`src/rtl/tsc_pkg.sv`:
```
package tsc_pkg;

    ////////////////////////////////////////////////////////////////////////////////
    // register map, byte addresses inside the hub mmio window
    localparam logic [11:0] ADDR_CTRL_ONE  = 12'h0cd8;
    localparam logic [11:0] ADDR_CTRL_TWO  = 12'h0cd9;
    localparam int          ADDR_W         = 12;
    localparam int          DATA_W         = 8;

    ////////////////////////////////////////////////////////////////////////////////
    // field layout
    localparam int          POWER_BIT      = 7;
    localparam int          RSVD_HI_BIT    = 6;
    localparam int          HYST_MSB       = 5;
    localparam int          HYST_LSB       = 2;
    localparam int          RSVD_LO_BIT    = 1;
    localparam int          SEM_BIT        = 0;
    localparam int          RATE_MSB       = 3;
    localparam int          RATE_LSB       = 0;
    localparam int          HYST_W         = 4;
    localparam int          RATE_W         = 4;

    ////////////////////////////////////////////////////////////////////////////////
    // reset values and codes
    localparam logic [7:0]  CTRL_ONE_RESET = 8'h00;
    localparam logic [7:0]  CTRL_TWO_RESET = 8'h00;
    localparam logic [3:0]  HYST_OFF       = 4'h0;
    localparam logic [3:0]  RATE_OFF       = 4'h0;
    localparam logic [3:0]  RATE_2K        = 4'h4;
    localparam logic [3:0]  RATE_3K        = 4'h5;
    localparam logic [3:0]  RATE_4K        = 4'h6;
    localparam logic [3:0]  RATE_6K        = 4'h7;

    ////////////////////////////////////////////////////////////////////////////////
    // sample intervals in memory clocks
    localparam int          RATE_2K_CLKS   = 2048;
    localparam int          RATE_3K_CLKS   = 3072;
    localparam int          RATE_4K_CLKS   = 4096;
    localparam int          RATE_6K_CLKS   = 6144;
    localparam int          CNT_W          = 16;
    localparam int          TEMP_W         = 8;

    // reserved rate codes count as disabled
    function automatic logic rate_enabled(input logic [3:0] code);
        rate_enabled = (code == RATE_2K) || (code == RATE_3K) || (code == RATE_4K) || (code == RATE_6K);
    endfunction

endpackage : tsc_pkg

```
`src/rtl/tsc_rate_timer.sv`:
```
module tsc_rate_timer #(
    parameter int CLKS_2K = tsc_pkg::RATE_2K_CLKS,
    parameter int CLKS_3K = tsc_pkg::RATE_3K_CLKS,
    parameter int CLKS_4K = tsc_pkg::RATE_4K_CLKS,
    parameter int CLKS_6K = tsc_pkg::RATE_6K_CLKS
) (
    input  wire logic                      sys_clk_i,
    input  wire logic                      rst_n_i,
    input  wire logic                      run_i,
    input  wire logic [tsc_pkg::RATE_W-1:0] rate_code_i,
    output logic                           tick_o
);

    if (CLKS_2K < 2 || CLKS_3K < 2 || CLKS_4K < 2 || CLKS_6K < 2 ||
        CLKS_6K >= (1 << tsc_pkg::CNT_W)) begin : g_chk
        $error("rate counts out of range");
    end

    function automatic logic [tsc_pkg::CNT_W-1:0] rate_limit(input logic [3:0] code);
        case (code)
            tsc_pkg::RATE_2K: rate_limit = tsc_pkg::CNT_W'(CLKS_2K - 1);
            tsc_pkg::RATE_3K: rate_limit = tsc_pkg::CNT_W'(CLKS_3K - 1);
            tsc_pkg::RATE_4K: rate_limit = tsc_pkg::CNT_W'(CLKS_4K - 1);
            tsc_pkg::RATE_6K: rate_limit = tsc_pkg::CNT_W'(CLKS_6K - 1);
            default:          rate_limit = '0;
        endcase
    endfunction

    logic [tsc_pkg::CNT_W-1:0]  count;
    logic [tsc_pkg::CNT_W-1:0]  next_count;
    logic [tsc_pkg::RATE_W-1:0] last_code;
    logic                       next_tick;

    ////////////////////////////////////////////////////////////////////////////////
    always_comb begin
        next_count = count + tsc_pkg::CNT_W'(1);
        next_tick  = 1'b0;
        if (!run_i || !tsc_pkg::rate_enabled(rate_code_i) || rate_code_i != last_code) begin
            next_count = '0;
        end else if (count == rate_limit(rate_code_i)) begin
            next_count = '0;
            next_tick  = 1'b1;
        end
    end

    always_ff @(posedge sys_clk_i or negedge rst_n_i) begin
        if (!rst_n_i) begin
            count     <= '0;
            last_code <= tsc_pkg::RATE_OFF;
            tick_o    <= 1'b0;
        end else begin
            count     <= next_count;
            last_code <= rate_code_i;
            tick_o    <= next_tick;
        end
    end

    ////////////////////////////////////////////////////////////////////////////////
    // helper: cycles since last tick with a steady running code
    logic [tsc_pkg::CNT_W-1:0] gap;
    logic                      gap_ok;
    always_ff @(posedge sys_clk_i or negedge rst_n_i) begin
        if (!rst_n_i) begin
            gap    <= '0;
            gap_ok <= 1'b0;
        end else begin
            gap    <= tick_o ? tsc_pkg::CNT_W'(1) : gap + tsc_pkg::CNT_W'(1);
            gap_ok <= tick_o ? 1'b1 : (gap_ok && run_i && rate_code_i == last_code);
        end
    end

    property p_tick_spacing;
        @(posedge sys_clk_i) disable iff (!rst_n_i)
        (tick_o && gap_ok && run_i && rate_code_i == last_code) |-> (gap == rate_limit(last_code) + tsc_pkg::CNT_W'(1));
    endproperty
    a_tick_spacing: assert property (p_tick_spacing) else $error("sample interval wrong");

    property p_no_tick_when_off;
        @(posedge sys_clk_i) disable iff (!rst_n_i)
        (!run_i || !tsc_pkg::rate_enabled(rate_code_i)) |=> !tick_o;
    endproperty
    a_no_tick_when_off: assert property (p_no_tick_when_off) else $error("tick while disabled");

endmodule // tsc_rate_timer

```
`src/rtl/tsc_thermal_ctrl.sv`:
```
// Summary of operation
// - control one bit 7 powers the sensor
// - power bit ignores writes while lock set
// - bits 7:1 core reset, semaphore platform reset
// - hysteresis code zero adds no offset
// - nonzero code adds offset once tripped
// - first read gives 0, later reads 1 until bit 0 is written with 1
// - semaphore drives no sensor hardware
// - control two fully reset by core reset
// - rate code zero or reserved disables mode
// - rate codes select 2048/3072/4096/6144 clocks
// - hot and catastrophic compared each sample
// - rate field ignores writes while lock set
// - lock set by write 1, platform reset clears
module tsc_thermal_ctrl #(
    parameter int CLKS_2K = tsc_pkg::RATE_2K_CLKS,
    parameter int CLKS_3K = tsc_pkg::RATE_3K_CLKS,
    parameter int CLKS_4K = tsc_pkg::RATE_4K_CLKS,
    parameter int CLKS_6K = tsc_pkg::RATE_6K_CLKS
) (
    input  wire logic                        sys_clk_i,
    input  wire logic                        nrst_i,
    input  wire logic                        core_power_good_reset_n_i,
    input  wire logic [tsc_pkg::ADDR_W-1:0]  reg_addr_i,
    input  wire logic                        reg_wr_i,
    input  wire logic                        reg_rd_i,
    input  wire logic [tsc_pkg::DATA_W-1:0]  reg_wdata_i,
    output logic      [tsc_pkg::DATA_W-1:0]  reg_rdata_o,
    output logic                             reg_rvalid_o,
    input  wire logic                        sensor_lock_bit_i,
    input  wire logic [tsc_pkg::TEMP_W-1:0]  sensor_temp_i,
    input  wire logic [tsc_pkg::TEMP_W-1:0]  hot_trip_point_i,
    input  wire logic [tsc_pkg::TEMP_W-1:0]  cat_trip_point_i,
    output logic                             sensor_power_enable_o,
    output logic      [tsc_pkg::HYST_W-1:0]  hysteresis_amount_o,
    output logic      [tsc_pkg::RATE_W-1:0]  thermometer_rate_select_o,
    output logic                             sample_strobe_o,
    output logic                             hot_trip_o,
    output logic                             cat_trip_o
);

    if (tsc_pkg::TEMP_W < tsc_pkg::HYST_W) begin : g_chk
        $error("temperature narrower than hysteresis code");
    end

    ////////////////////////////////////////////////////////////////////////////////
    // address decode
    logic wr_one;
    logic wr_two;
    logic rd_one;
    logic rd_two;
    assign wr_one = reg_wr_i && (reg_addr_i == tsc_pkg::ADDR_CTRL_ONE);
    assign wr_two = reg_wr_i && (reg_addr_i == tsc_pkg::ADDR_CTRL_TWO);
    assign rd_one = reg_rd_i && (reg_addr_i == tsc_pkg::ADDR_CTRL_ONE);
    assign rd_two = reg_rd_i && (reg_addr_i == tsc_pkg::ADDR_CTRL_TWO);

    ////////////////////////////////////////////////////////////////////////////////
    // core power-good registers: power, hysteresis, rate
    logic                       power_en;
    logic [tsc_pkg::HYST_W-1:0] hyst;
    logic [tsc_pkg::RATE_W-1:0] rate;
    logic                       next_power_en;
    logic [tsc_pkg::HYST_W-1:0] next_hyst;
    logic [tsc_pkg::RATE_W-1:0] next_rate;

    always_comb begin
        next_power_en = power_en;
        next_hyst     = hyst;
        next_rate     = rate;
        if (wr_one) begin
            if (!sensor_lock_bit_i) begin
                next_power_en = reg_wdata_i[tsc_pkg::POWER_BIT];
            end
            next_hyst = reg_wdata_i[tsc_pkg::HYST_MSB:tsc_pkg::HYST_LSB];
        end
        if (wr_two && !sensor_lock_bit_i) begin
            next_rate = reg_wdata_i[tsc_pkg::RATE_MSB:tsc_pkg::RATE_LSB];
        end
    end

    always_ff @(posedge sys_clk_i or negedge core_power_good_reset_n_i) begin
        if (!core_power_good_reset_n_i) begin
            power_en <= tsc_pkg::CTRL_ONE_RESET[tsc_pkg::POWER_BIT];
            hyst     <= tsc_pkg::CTRL_ONE_RESET[tsc_pkg::HYST_MSB:tsc_pkg::HYST_LSB];
            rate     <= tsc_pkg::CTRL_TWO_RESET[tsc_pkg::RATE_MSB:tsc_pkg::RATE_LSB];
        end else begin
            power_en <= next_power_en;
            hyst     <= next_hyst;
            rate     <= next_rate;
        end
    end

    assign sensor_power_enable_o     = power_en;
    assign hysteresis_amount_o       = hyst;
    assign thermometer_rate_select_o = rate;

    ////////////////////////////////////////////////////////////////////////////////
    // semaphore and read port on the platform reset
    // the semaphore fans out to the read path only, never to the sensor
    logic                       sem;
    logic                       next_sem;
    logic [tsc_pkg::DATA_W-1:0] next_rdata;
    logic                       next_rvalid;

    always_comb begin
        next_sem = sem;
        if (rd_one) begin
            next_sem = 1'b1;
        end else if (wr_one && reg_wdata_i[tsc_pkg::SEM_BIT]) begin
            next_sem = 1'b0;
        end
    end

    always_comb begin
        next_rdata  = '0;
        next_rvalid = reg_rd_i;
        if (rd_one) begin
            next_rdata[tsc_pkg::POWER_BIT]                  = power_en;
            next_rdata[tsc_pkg::HYST_MSB:tsc_pkg::HYST_LSB] = hyst;
            next_rdata[tsc_pkg::SEM_BIT]                    = sem;
        end else if (rd_two) begin
            next_rdata[tsc_pkg::RATE_MSB:tsc_pkg::RATE_LSB] = rate;
        end
    end

    always_ff @(posedge sys_clk_i or negedge nrst_i) begin
        if (!nrst_i) begin
            sem          <= tsc_pkg::CTRL_ONE_RESET[tsc_pkg::SEM_BIT];
            reg_rdata_o  <= '0;
            reg_rvalid_o <= 1'b0;
        end else begin
            sem          <= next_sem;
            reg_rdata_o  <= next_rdata;
            reg_rvalid_o <= next_rvalid;
        end
    end

    ////////////////////////////////////////////////////////////////////////////////
    // sample timer
    logic tick;

    tsc_rate_timer #(
        .CLKS_2K (CLKS_2K),
        .CLKS_3K (CLKS_3K),
        .CLKS_4K (CLKS_4K),
        .CLKS_6K (CLKS_6K)
    ) u_timer (
        .sys_clk_i   (sys_clk_i),
        .rst_n_i     (core_power_good_reset_n_i),
        .run_i       (power_en),
        .rate_code_i (rate),
        .tick_o      (tick)
    );

    ////////////////////////////////////////////////////////////////////////////////
    // temperature from the analog side, two flop synchroniser
    // a multi-bit word may tear in one sample; the next sample corrects it
    logic [tsc_pkg::TEMP_W-1:0] temp_meta;
    logic [tsc_pkg::TEMP_W-1:0] temp_sync;

    always_ff @(posedge sys_clk_i or negedge core_power_good_reset_n_i) begin
        if (!core_power_good_reset_n_i) begin
            temp_meta <= '0;
            temp_sync <= '0;
        end else begin
            temp_meta <= sensor_temp_i;
            temp_sync <= temp_meta;
        end
    end

    ////////////////////////////////////////////////////////////////////////////////
    // trip comparison with hysteresis
    function automatic logic trip_eval(input logic [tsc_pkg::TEMP_W-1:0] temp,
                                       input logic [tsc_pkg::TEMP_W-1:0] point,
                                       input logic [tsc_pkg::HYST_W-1:0] amount,
                                       input logic                       tripped);
        logic [tsc_pkg::TEMP_W:0] thr;
        thr = {1'b0, point};
        if (tripped) begin
            thr = thr + {{(tsc_pkg::TEMP_W + 1 - tsc_pkg::HYST_W){1'b0}}, amount};
        end
        trip_eval = {1'b0, temp} > thr;
    endfunction

    logic next_hot;
    logic next_cat;
    logic enabled;
    assign enabled = power_en && tsc_pkg::rate_enabled(rate);

    always_comb begin
        next_hot = hot_trip_o;
        next_cat = cat_trip_o;
        if (!enabled) begin
            next_hot = 1'b0;
            next_cat = 1'b0;
        end else if (tick) begin
            next_hot = trip_eval(temp_sync, hot_trip_point_i, hyst, hot_trip_o);
            next_cat = trip_eval(temp_sync, cat_trip_point_i, hyst, cat_trip_o);
        end
    end

    always_ff @(posedge sys_clk_i or negedge core_power_good_reset_n_i) begin
        if (!core_power_good_reset_n_i) begin
            hot_trip_o      <= 1'b0;
            cat_trip_o      <= 1'b0;
            sample_strobe_o <= 1'b0;
        end else begin
            hot_trip_o      <= next_hot;
            cat_trip_o      <= next_cat;
            sample_strobe_o <= tick && enabled;
        end
    end

    ////////////////////////////////////////////////////////////////////////////////
    // assertions
    property p_power_locked;
        @(posedge sys_clk_i) disable iff (!nrst_i || !core_power_good_reset_n_i)
        (wr_one && sensor_lock_bit_i) |=> (power_en == $past(power_en));
    endproperty
    a_power_locked: assert property (p_power_locked) else $error("power bit written under lock");

    property p_power_write;
        @(posedge sys_clk_i) disable iff (!nrst_i || !core_power_good_reset_n_i)
        (wr_one && !sensor_lock_bit_i) |=> (sensor_power_enable_o == $past(reg_wdata_i[tsc_pkg::POWER_BIT]));
    endproperty
    a_power_write: assert property (p_power_write) else $error("power bit not written");

    property p_rate_locked;
        @(posedge sys_clk_i) disable iff (!nrst_i || !core_power_good_reset_n_i)
        (wr_two && sensor_lock_bit_i) |=> $stable(thermometer_rate_select_o);
    endproperty
    a_rate_locked: assert property (p_rate_locked) else $error("rate written under lock");

    property p_sem_read;
        @(posedge sys_clk_i) disable iff (!nrst_i)
        rd_one |=> (reg_rvalid_o && reg_rdata_o[tsc_pkg::SEM_BIT] == $past(sem) && sem);
    endproperty
    a_sem_read: assert property (p_sem_read) else $error("semaphore read wrong");

    property p_sem_clear;
        @(posedge sys_clk_i) disable iff (!nrst_i)
        (wr_one && reg_wdata_i[tsc_pkg::SEM_BIT] && !rd_one) ##1 !rd_one ##1 (rd_one && !reg_wr_i)
            |=> !reg_rdata_o[tsc_pkg::SEM_BIT];
    endproperty
    a_sem_clear: assert property (p_sem_clear) else $error("semaphore not cleared");

    property p_sem_keep;
        @(posedge sys_clk_i) disable iff (!nrst_i)
        (!rd_one && !(wr_one && reg_wdata_i[tsc_pkg::SEM_BIT])) |=> (sem == $past(sem));
    endproperty
    a_sem_keep: assert property (p_sem_keep) else $error("semaphore changed");

    property p_reserved_zero;
        @(posedge sys_clk_i) disable iff (!nrst_i)
        rd_one |=> (!reg_rdata_o[tsc_pkg::RSVD_HI_BIT] && !reg_rdata_o[tsc_pkg::RSVD_LO_BIT]);
    endproperty
    a_reserved_zero: assert property (p_reserved_zero) else $error("reserved bits nonzero");

    property p_two_upper_zero;
        @(posedge sys_clk_i) disable iff (!nrst_i || !core_power_good_reset_n_i)
        rd_two |=> (reg_rdata_o[tsc_pkg::DATA_W-1:tsc_pkg::RATE_MSB+1] == '0) && (reg_rdata_o[tsc_pkg::RATE_MSB:0] == rate);
    endproperty
    a_two_upper_zero: assert property (p_two_upper_zero) else $error("control two readback wrong");

    property p_no_hyst;
        @(posedge sys_clk_i) disable iff (!nrst_i || !core_power_good_reset_n_i)
        (tick && enabled && hyst == tsc_pkg::HYST_OFF) |=> (hot_trip_o == ($past(temp_sync) > $past(hot_trip_point_i)));
    endproperty
    a_no_hyst: assert property (p_no_hyst) else $error("hysteresis applied at code zero");

    property p_hyst_hold;
        @(posedge sys_clk_i) disable iff (!nrst_i || !core_power_good_reset_n_i)
        (tick && enabled && cat_trip_o) |=>
            (cat_trip_o == ({1'b0, $past(temp_sync)} > ({1'b0, $past(cat_trip_point_i)} + {5'h00, $past(hyst)})));
    endproperty
    a_hyst_hold: assert property (p_hyst_hold) else $error("hysteresis offset wrong");

    property p_trip_only_on_tick;
        @(posedge sys_clk_i) disable iff (!nrst_i || !core_power_good_reset_n_i)
        (!tick && enabled) |=> ($stable(hot_trip_o) && $stable(cat_trip_o));
    endproperty
    a_trip_only_on_tick: assert property (p_trip_only_on_tick) else $error("trip changed between samples");

    property p_off_clears;
        @(posedge sys_clk_i) disable iff (!nrst_i || !core_power_good_reset_n_i)
        !tsc_pkg::rate_enabled(rate) |=> (!hot_trip_o && !cat_trip_o && !sample_strobe_o);
    endproperty
    a_off_clears: assert property (p_off_clears) else $error("trip active while disabled");

    // hysteresis is not lockable, so a write lands even under lock
    property p_hyst_write;
        @(posedge sys_clk_i) disable iff (!nrst_i || !core_power_good_reset_n_i)
        wr_one |=> (hysteresis_amount_o == $past(reg_wdata_i[tsc_pkg::HYST_MSB:tsc_pkg::HYST_LSB]));
    endproperty
    a_hyst_write: assert property (p_hyst_write) else $error("hysteresis not written");

    property p_strobe_needs_enable;
        @(posedge sys_clk_i) disable iff (!nrst_i || !core_power_good_reset_n_i)
        sample_strobe_o |-> $past(enabled);
    endproperty
    a_strobe_needs_enable: assert property (p_strobe_needs_enable) else $error("strobe while disabled");

endmodule // tsc_thermal_ctrl

```
`config.mk`:
```
export PLATFORM = sky130hd
export DESIGN_NAME = tsc_thermal_ctrl
export DESIGN_NICKNAME = d
export VERILOG_FILES = /design/src/rtl/tsc_pkg.sv /design/src/rtl/tsc_rate_timer.sv /design/src/rtl/tsc_thermal_ctrl.sv
export SDC_FILE = /design/constraint.sdc
export NUM_CORES = 1
export LEC_CHECK = 0
export BUFFER_PORTS_ARGS = -buffer_cell sky130_fd_sc_hd__clkbuf_2
export CORE_AREA = 2 2 114 116
export CTS_BUF_LIST = sky130_fd_sc_hd__clkbuf_4 sky130_fd_sc_hd__clkbuf_8
export DETAILED_ROUTE_END_ITERATION = 10
export DIE_AREA = 0 0 116 118
export HOLD_SLACK_MARGIN = 0.1
export REMOVE_ABC_BUFFERS = 1
export SYNTH_ARGS = -nofsm -noshare
export SYNTH_HDL_FRONTEND = slang
export SYNTH_SLANG_ARGS = --single-unit
```
`constraint.sdc`:
```
create_clock -name sys_clk_i -period 6.1 [get_ports sys_clk_i]
set_input_delay 0.305 -clock sys_clk_i [delete_from_list [all_inputs] [get_ports sys_clk_i]]
set_output_delay 0.305 -clock sys_clk_i [all_outputs]
set_load 0.02 [all_outputs]
```
Word level (Yosys, flattened, before mapping)
Index checks and enable logic that the tools add are counted.
- eq/ne operators: 9
- multiplexer cells: 24
- reductions and logical operators: 18
- $lt $le $gt $ge: 2
- $add $sub $neg: 3
- bitwise logic cells: 1
- operators by type and width (cell ; count):
    $mux 9 ; 6
    $pmux 13 s4 ; 1
    $mux 16 ; 3
    $eq 12x12->1 const B ; 2
    $add 8x4->9 ; 2
    $gt 8x9->1 ; 2
    $add 16x1->16 const B ; 1
    $eq 16x16->1 ; 1
    $eq 4x3->1 const B ; 4
    $mux 1 ; 11
    $logic_and 1x1->1 ; 8
    $logic_or 1x1->1 ; 5
    $mux 2 ; 2
    $mux 4 ; 1
    $ne 4x4->1 ; 1
    $logic_not 1->1 ; 3
    $ne 2x1->1 const B ; 1
    $reduce_and 2->1 ; 1
    $reduce_bool 2->1 ; 1
    $not 1->1 ; 1
- logic and storage cells: 71
- bits of input ports: 50
- bits in registers: 58
- output and inout bits: 21

Longest topological paths before layout
- depth in word-level cells: 11
- mapped depth: 13
- gate-level depth less buffers: 13

Hierarchy
From an unflattened synthesis, not the netlist that was laid out.
- cell total of the unflattened synthesis: 290
- area, all modules: 3253.1 um^2
- by module, submodules not included (module ; cells an instance ; sequential area each (um^2) ; instances ; area an instance (um^2)):
    tsc_thermal_ctrl ; 185 ; 925.9 ; 1 ; 2127.0
    tsc_rate_timer ; 105 ; 525.5 ; 1 ; 1126.1

Least setup slack after synthesis
No wires, ideal clock.
- kind: register -> register
- start: reg hyst, in the netlist hysteresis_amount_o[0]
- end: reg cat_trip_o
- period minus slack after synthesis: 2873 ps
- data required time: 5978 ps
- arrival: 2751 ps
- setup time: 122 ps
- cell stages (with the launch flop): 14
- buffers on the path: 0
- slack: 3227 ps
- cells stage by stage: dfrtp_1 ha_1 inv_1 fa_1 nor2b_1 o21a_1 o21ai_0 xor2_1 ha_1 a21oi_1 nor2_1 a2111oi_0 o21ai_0 a32o_1
- word-level cells in the longest chain between the ends: 7
- RTL lines (element ; line ; source):
    start, declared ; tsc_thermal_ctrl.sv:60 ; logic [tsc_pkg::HYST_W-1:0] hyst;
    start signal, assigned ; tsc_thermal_ctrl.sv:84 ; hyst <= tsc_pkg::CTRL_ONE_RESET[tsc_pkg::HYST_MSB:tsc_pkg::HYST_LSB];
    start signal, assigned ; tsc_thermal_ctrl.sv:88 ; hyst <= next_hyst;
    $add 8x4->9 ; tsc_thermal_ctrl.sv:180 ; thr = thr + {{(tsc_pkg::TEMP_W + 1 - tsc_pkg::HYST_W){1'b0}}, amount};
    $mux 9 ; tsc_thermal_ctrl.sv:179 ; if (tripped) begin
    $mux 9 ; tsc_thermal_ctrl.sv:196 ; end else if (tick) begin
    $mux 9 ; tsc_thermal_ctrl.sv:193 ; if (!enabled) begin
    $gt 8x9->1 ; tsc_thermal_ctrl.sv:182 ; trip_eval = {1'b0, temp} > thr;
    $mux 1 ; tsc_thermal_ctrl.sv:196 ;
    $mux 1 ; tsc_thermal_ctrl.sv:193 ;
    end signal, assigned ; tsc_thermal_ctrl.sv:209 ; cat_trip_o <= next_cat;
    end, declared ; tsc_thermal_ctrl.sv:39 ; output logic cat_trip_o
Every way passes these cells. The select of a mux whose other input is x is not followed.
A chain may end at the register's enable or synchronous reset.

Final worst setup path
Ends and elaborated chain as after synthesis.

==> results.py <==
metrics = {
    "clocking": {
        "clk_path_buf_depth": 2,
        "cts_hold_buf": 10,
        "clk_pin_slew_ns": 0.07,
        "cts_max_level": 3,
        "clkLatencyLatePin_ns": 0.34,
        "cts_tree": "yes",
        "cts_inserted_buffers": 9,
        "clock-sinks": 58,
        "ctsResizeCount": 0,
        "post_cts_buffers": 0,
        "cts_root_buf": "clkbuf_8",
    },
    "critical_path": {
        "critPathLaunch": "hysteresis_amount_o[0]$_DFFE_PN0P_",
        "path_max_fanout": 5,
        "cp_data_required_time_ns": 6.33,
        "reg2reg_depth": 13,
        "crit_path_end": "cat_trip_o$_DFFE_PN0P_",
        "setup.worst_path.class": "flip-flop to flip-flop",
        "worstSetupEndpointType": "flip-flop",
        "r2r_end": "cat_trip_o$_DFFE_PN0P_",
        "reg2reg_slack_ns": 2.98,
        "start_kind": "flip-flop",
        "cp.arrival_ns": 3.35,
        "worstReg2RegStart": "hysteresis_amount_o[0]$_DFFE_PN0P_",
    },
    "floorplan": {
        "coreArea_um2": 12400,
        "die_h_um": 118,
        "dieArea_um2": 13700,
        "io_pins": 71,
        "die_w_um": 116,
        "placement_rows": 41,
        "start_util": 0.255,
    },
    "layout": {
        "final_cells": 542,
        "area_growth_pct": 25.8,
        "post-route-util": 0.321,
        "n_fill_cell": 1302,
        "insertedDiodeCount": 0,
        "design_area_um2": 3990,
        "final_nets": 442,
        "drive_gt1_frac": 0.303,
    },
    "sta": {
        "fin_crit_sh": 0.511,
        "rsz0062_at_grt": "false",
        "setup_ws_ns": 2.98,
        "slew_violations": 0,
        "fmax_mhz": 321,
        "hold_ws_ns": 0.138,
        "min_period_ns": 3.12,
        "fin_skew_ns": 0.00986,
        "hold_viol_final": 0,
        "tightest_slew_ns": 0.605,
        "setup_violations": 0,
        "tns_ns": 0,
        "relSlewSlack": 0.597,
    },
    "job": {
        "drv_cap": 0,
    },
    "yosys": {
        "syn_area_um2": 3170,
        "seq_area_frac_synth": 0.458,
        "syn_inst": 280,
        "yosys_warnings": 0,
        "synth_seq_cells": 58,
        "synth_top_area_cell": "dfrtp_1",
        "synth_top_area_frac": 0.458,
        "synthTopCellsByCount": "dfrtp_1 (58), ha_1 (25), nor2_1 (24)",
        "netlist-cell-type-count": 54,
        "async_reset_ff_frac": 1.00,
        "avgSynthCellArea_um2": 11.3,
        "yosys_most_used_dff": "dfrtp_1",
        "synth_most_common_cell": "dfrtp_1",
        "synth_edf_count": 0,
        "synth_area_leaders": "dfrtp_1 (46%), ha_1 (9.9%), xnor2_1 (4.1%)",
    },
    "detailed_routing": {
        "final_antenna_net_count": 0,
        "drcViolationCount": 0,
        "routed_wl_um": 6880,
        "drt_iter0_drc": 104,
        "drtPass1Iterations": 4,
        "vias": 2337,
        "routed_via_density": 4.31,
        "wire_per_inst_um": 12.7,
    },
    "global_routing": {
        "grt_pass1_wl_um": 11800,
        "grt_usage": 0.111,
        "grt_max_degree": 50,
        "antenna_found_initial": 0,
        "grt_pass1_vias": 2519,
        "grt_overflow_total": 0,
    },
    "pwr": {
        "peakVddDrop_mv": 0.0881,
        "power_density_nw_per_um2": 196,
        "p_leak_nw": 1.88,
        "p_total_mw": 0.781,
    },
    "hold_path": {
        "hold_path_class": "primary input to flip-flop",
    },
    "status": {
        "outcome": "completed",
    },
    "placed_design": {
        "hpwl_um": 5380,
        "io_buffers": 68,
        "post-place-ws_ns": 3.04,
        "dpl-instance-area_um2": 3710,
        "gp_congestion": 0.824,
        "place_inst": 516,
    },
}
how the worst min path moves through the flow:
stage	slack, ns	endpoint	startpoint	cells after the start
5_1_grt	0.14	reg_rvalid_o$_DFF_PN0_	reg_rd_i	1
4_1_cts	0.12	reg_rvalid_o$_DFF_PN0_	reg_rd_i	1
3_3_place_gp	0.16	reg_rvalid_o$_DFF_PN0_	nrst_i	1
2_1_floorplan	0.009	cat_trip_o$_DFFE_PN0P_	core_power_good_reset_n_i	0
3_5_place_dp	0.16	reg_rdata_o[0]$_DFF_PN0_	nrst_i	1
6_report	0.14	reg_rvalid_o$_DFF_PN0_	reg_rd_i	1
cell families (layout without fill, tap and decap cells):
kind of cell	count (synthesis)	after routing	synth area share
buf+inv	16	106	0.0205
compound gates	38	38	0.0900
simple gates	92	92	0.169
mux	18	18	0.0679
other cells	1	1	0.00118
flops	58	58	0.458
xor+xnor	30	30	0.0828
fa+ha+maj	27	27	0.111
layer usage:
layer / up-vias / routed length, um / track usage / part of all wire
met5: - / 0 / 0 / 0
met2: 50 / 3210 / 0.182 / 0.47
met1: 1104 / 3220 / 0.137 / 0.47
li1: 1172 / - / - / -
met3: 11 / 345 / 0.0376 / 0.050
met4: 0 / 107 / 0.0357 / 0.016
where the power goes:
group	switching, mW	internal [mW]	leakage, nW
logic	0.0359	0.0335	1.02
clock network	0.160	0.158	0.0847
registers	0.00353	0.391	0.771
registers in the layout, summed over array words and instances, names as in the netlist:
signal / flops
thermometer_rate_select_o: 4
cat_trip_o: 1
temp_meta: 8
hot_trip_o: 1
reg_rvalid_o: 1
u_timer.count: 16
u_timer.last_code: 4
u_timer.tick_o: 1
temp_sync: 8
sem: 1
reg_rdata_o: 7
sensor_power_enable_o: 1
hysteresis_amount_o: 4
sample_strobe_o: 1
cell usage in the layout, fill, tap and decap left out, types with 2 or more instances in the layout:
cell type / Yosys / final
clkbuf_2: 0 / 68
dfrtp_1: 58 / 58
ha_1: 25 / 25
nor2_1: 24 / 24
xnor2_1: 15 / 15
xor2_1: 15 / 15
nand2_1: 13 / 13
nand3_1: 12 / 12
inv_1: 11 / 11
clkbuf_8: 0 / 10
dlygate4sd3_1: 0 / 10
mux2_2: 8 / 8
a21oi_1: 8 / 8
nand4_1: 6 / 6
nor3_1: 5 / 5
a21o_1: 5 / 5
mux2i_1: 5 / 5
mux2_4: 5 / 5
nor4_1: 4 / 4
o21ai_0: 4 / 4
nor2b_1: 3 / 3
and3_1: 3 / 3
and4_1: 3 / 3
and3_2: 3 / 3
a22o_1: 3 / 3
clkinvlp_4: 0 / 3
nand2b_1: 2 / 2
a211oi_1: 2 / 2
or2_2: 2 / 2
a2111oi_0: 2 / 2
o31a_1: 2 / 2
a41oi_1: 2 / 2
a32o_1: 2 / 2
fa_1: 2 / 2
clkinv_2: 0 / 2
area by class of cell:
type | count | area [um^2] | share of cell area
Multi-Input combinational cell | 206 | 1660 | 0.415
Sequential cell | 58 | 1450 | 0.364
Timing Repair Buffer | 79 | 448 | 0.112
Clock inverter | 6 | 41.3 | 0.0103
Inverter | 11 | 41.3 | 0.0103
Tap cell | 172 | 215 | 0.0539
Clock buffer | 10 | 138 | 0.0345
critical path, stage by stage, from the launching register on:
cell       delay [ns]
dfrtp_1          0.46
ha_1             0.21
inv_1            0.05
fa_1             0.40
nor2b_1          0.18
o21a_1           0.13
o21ai_0          0.09
xor2_1           0.17
ha_1             0.29
a21oi_1          0.15
nor2_1           0.06
a2111oi_0        0.39
o21ai_0          0.16
a32o_1           0.28
Power figures use the tool's default switching activity.
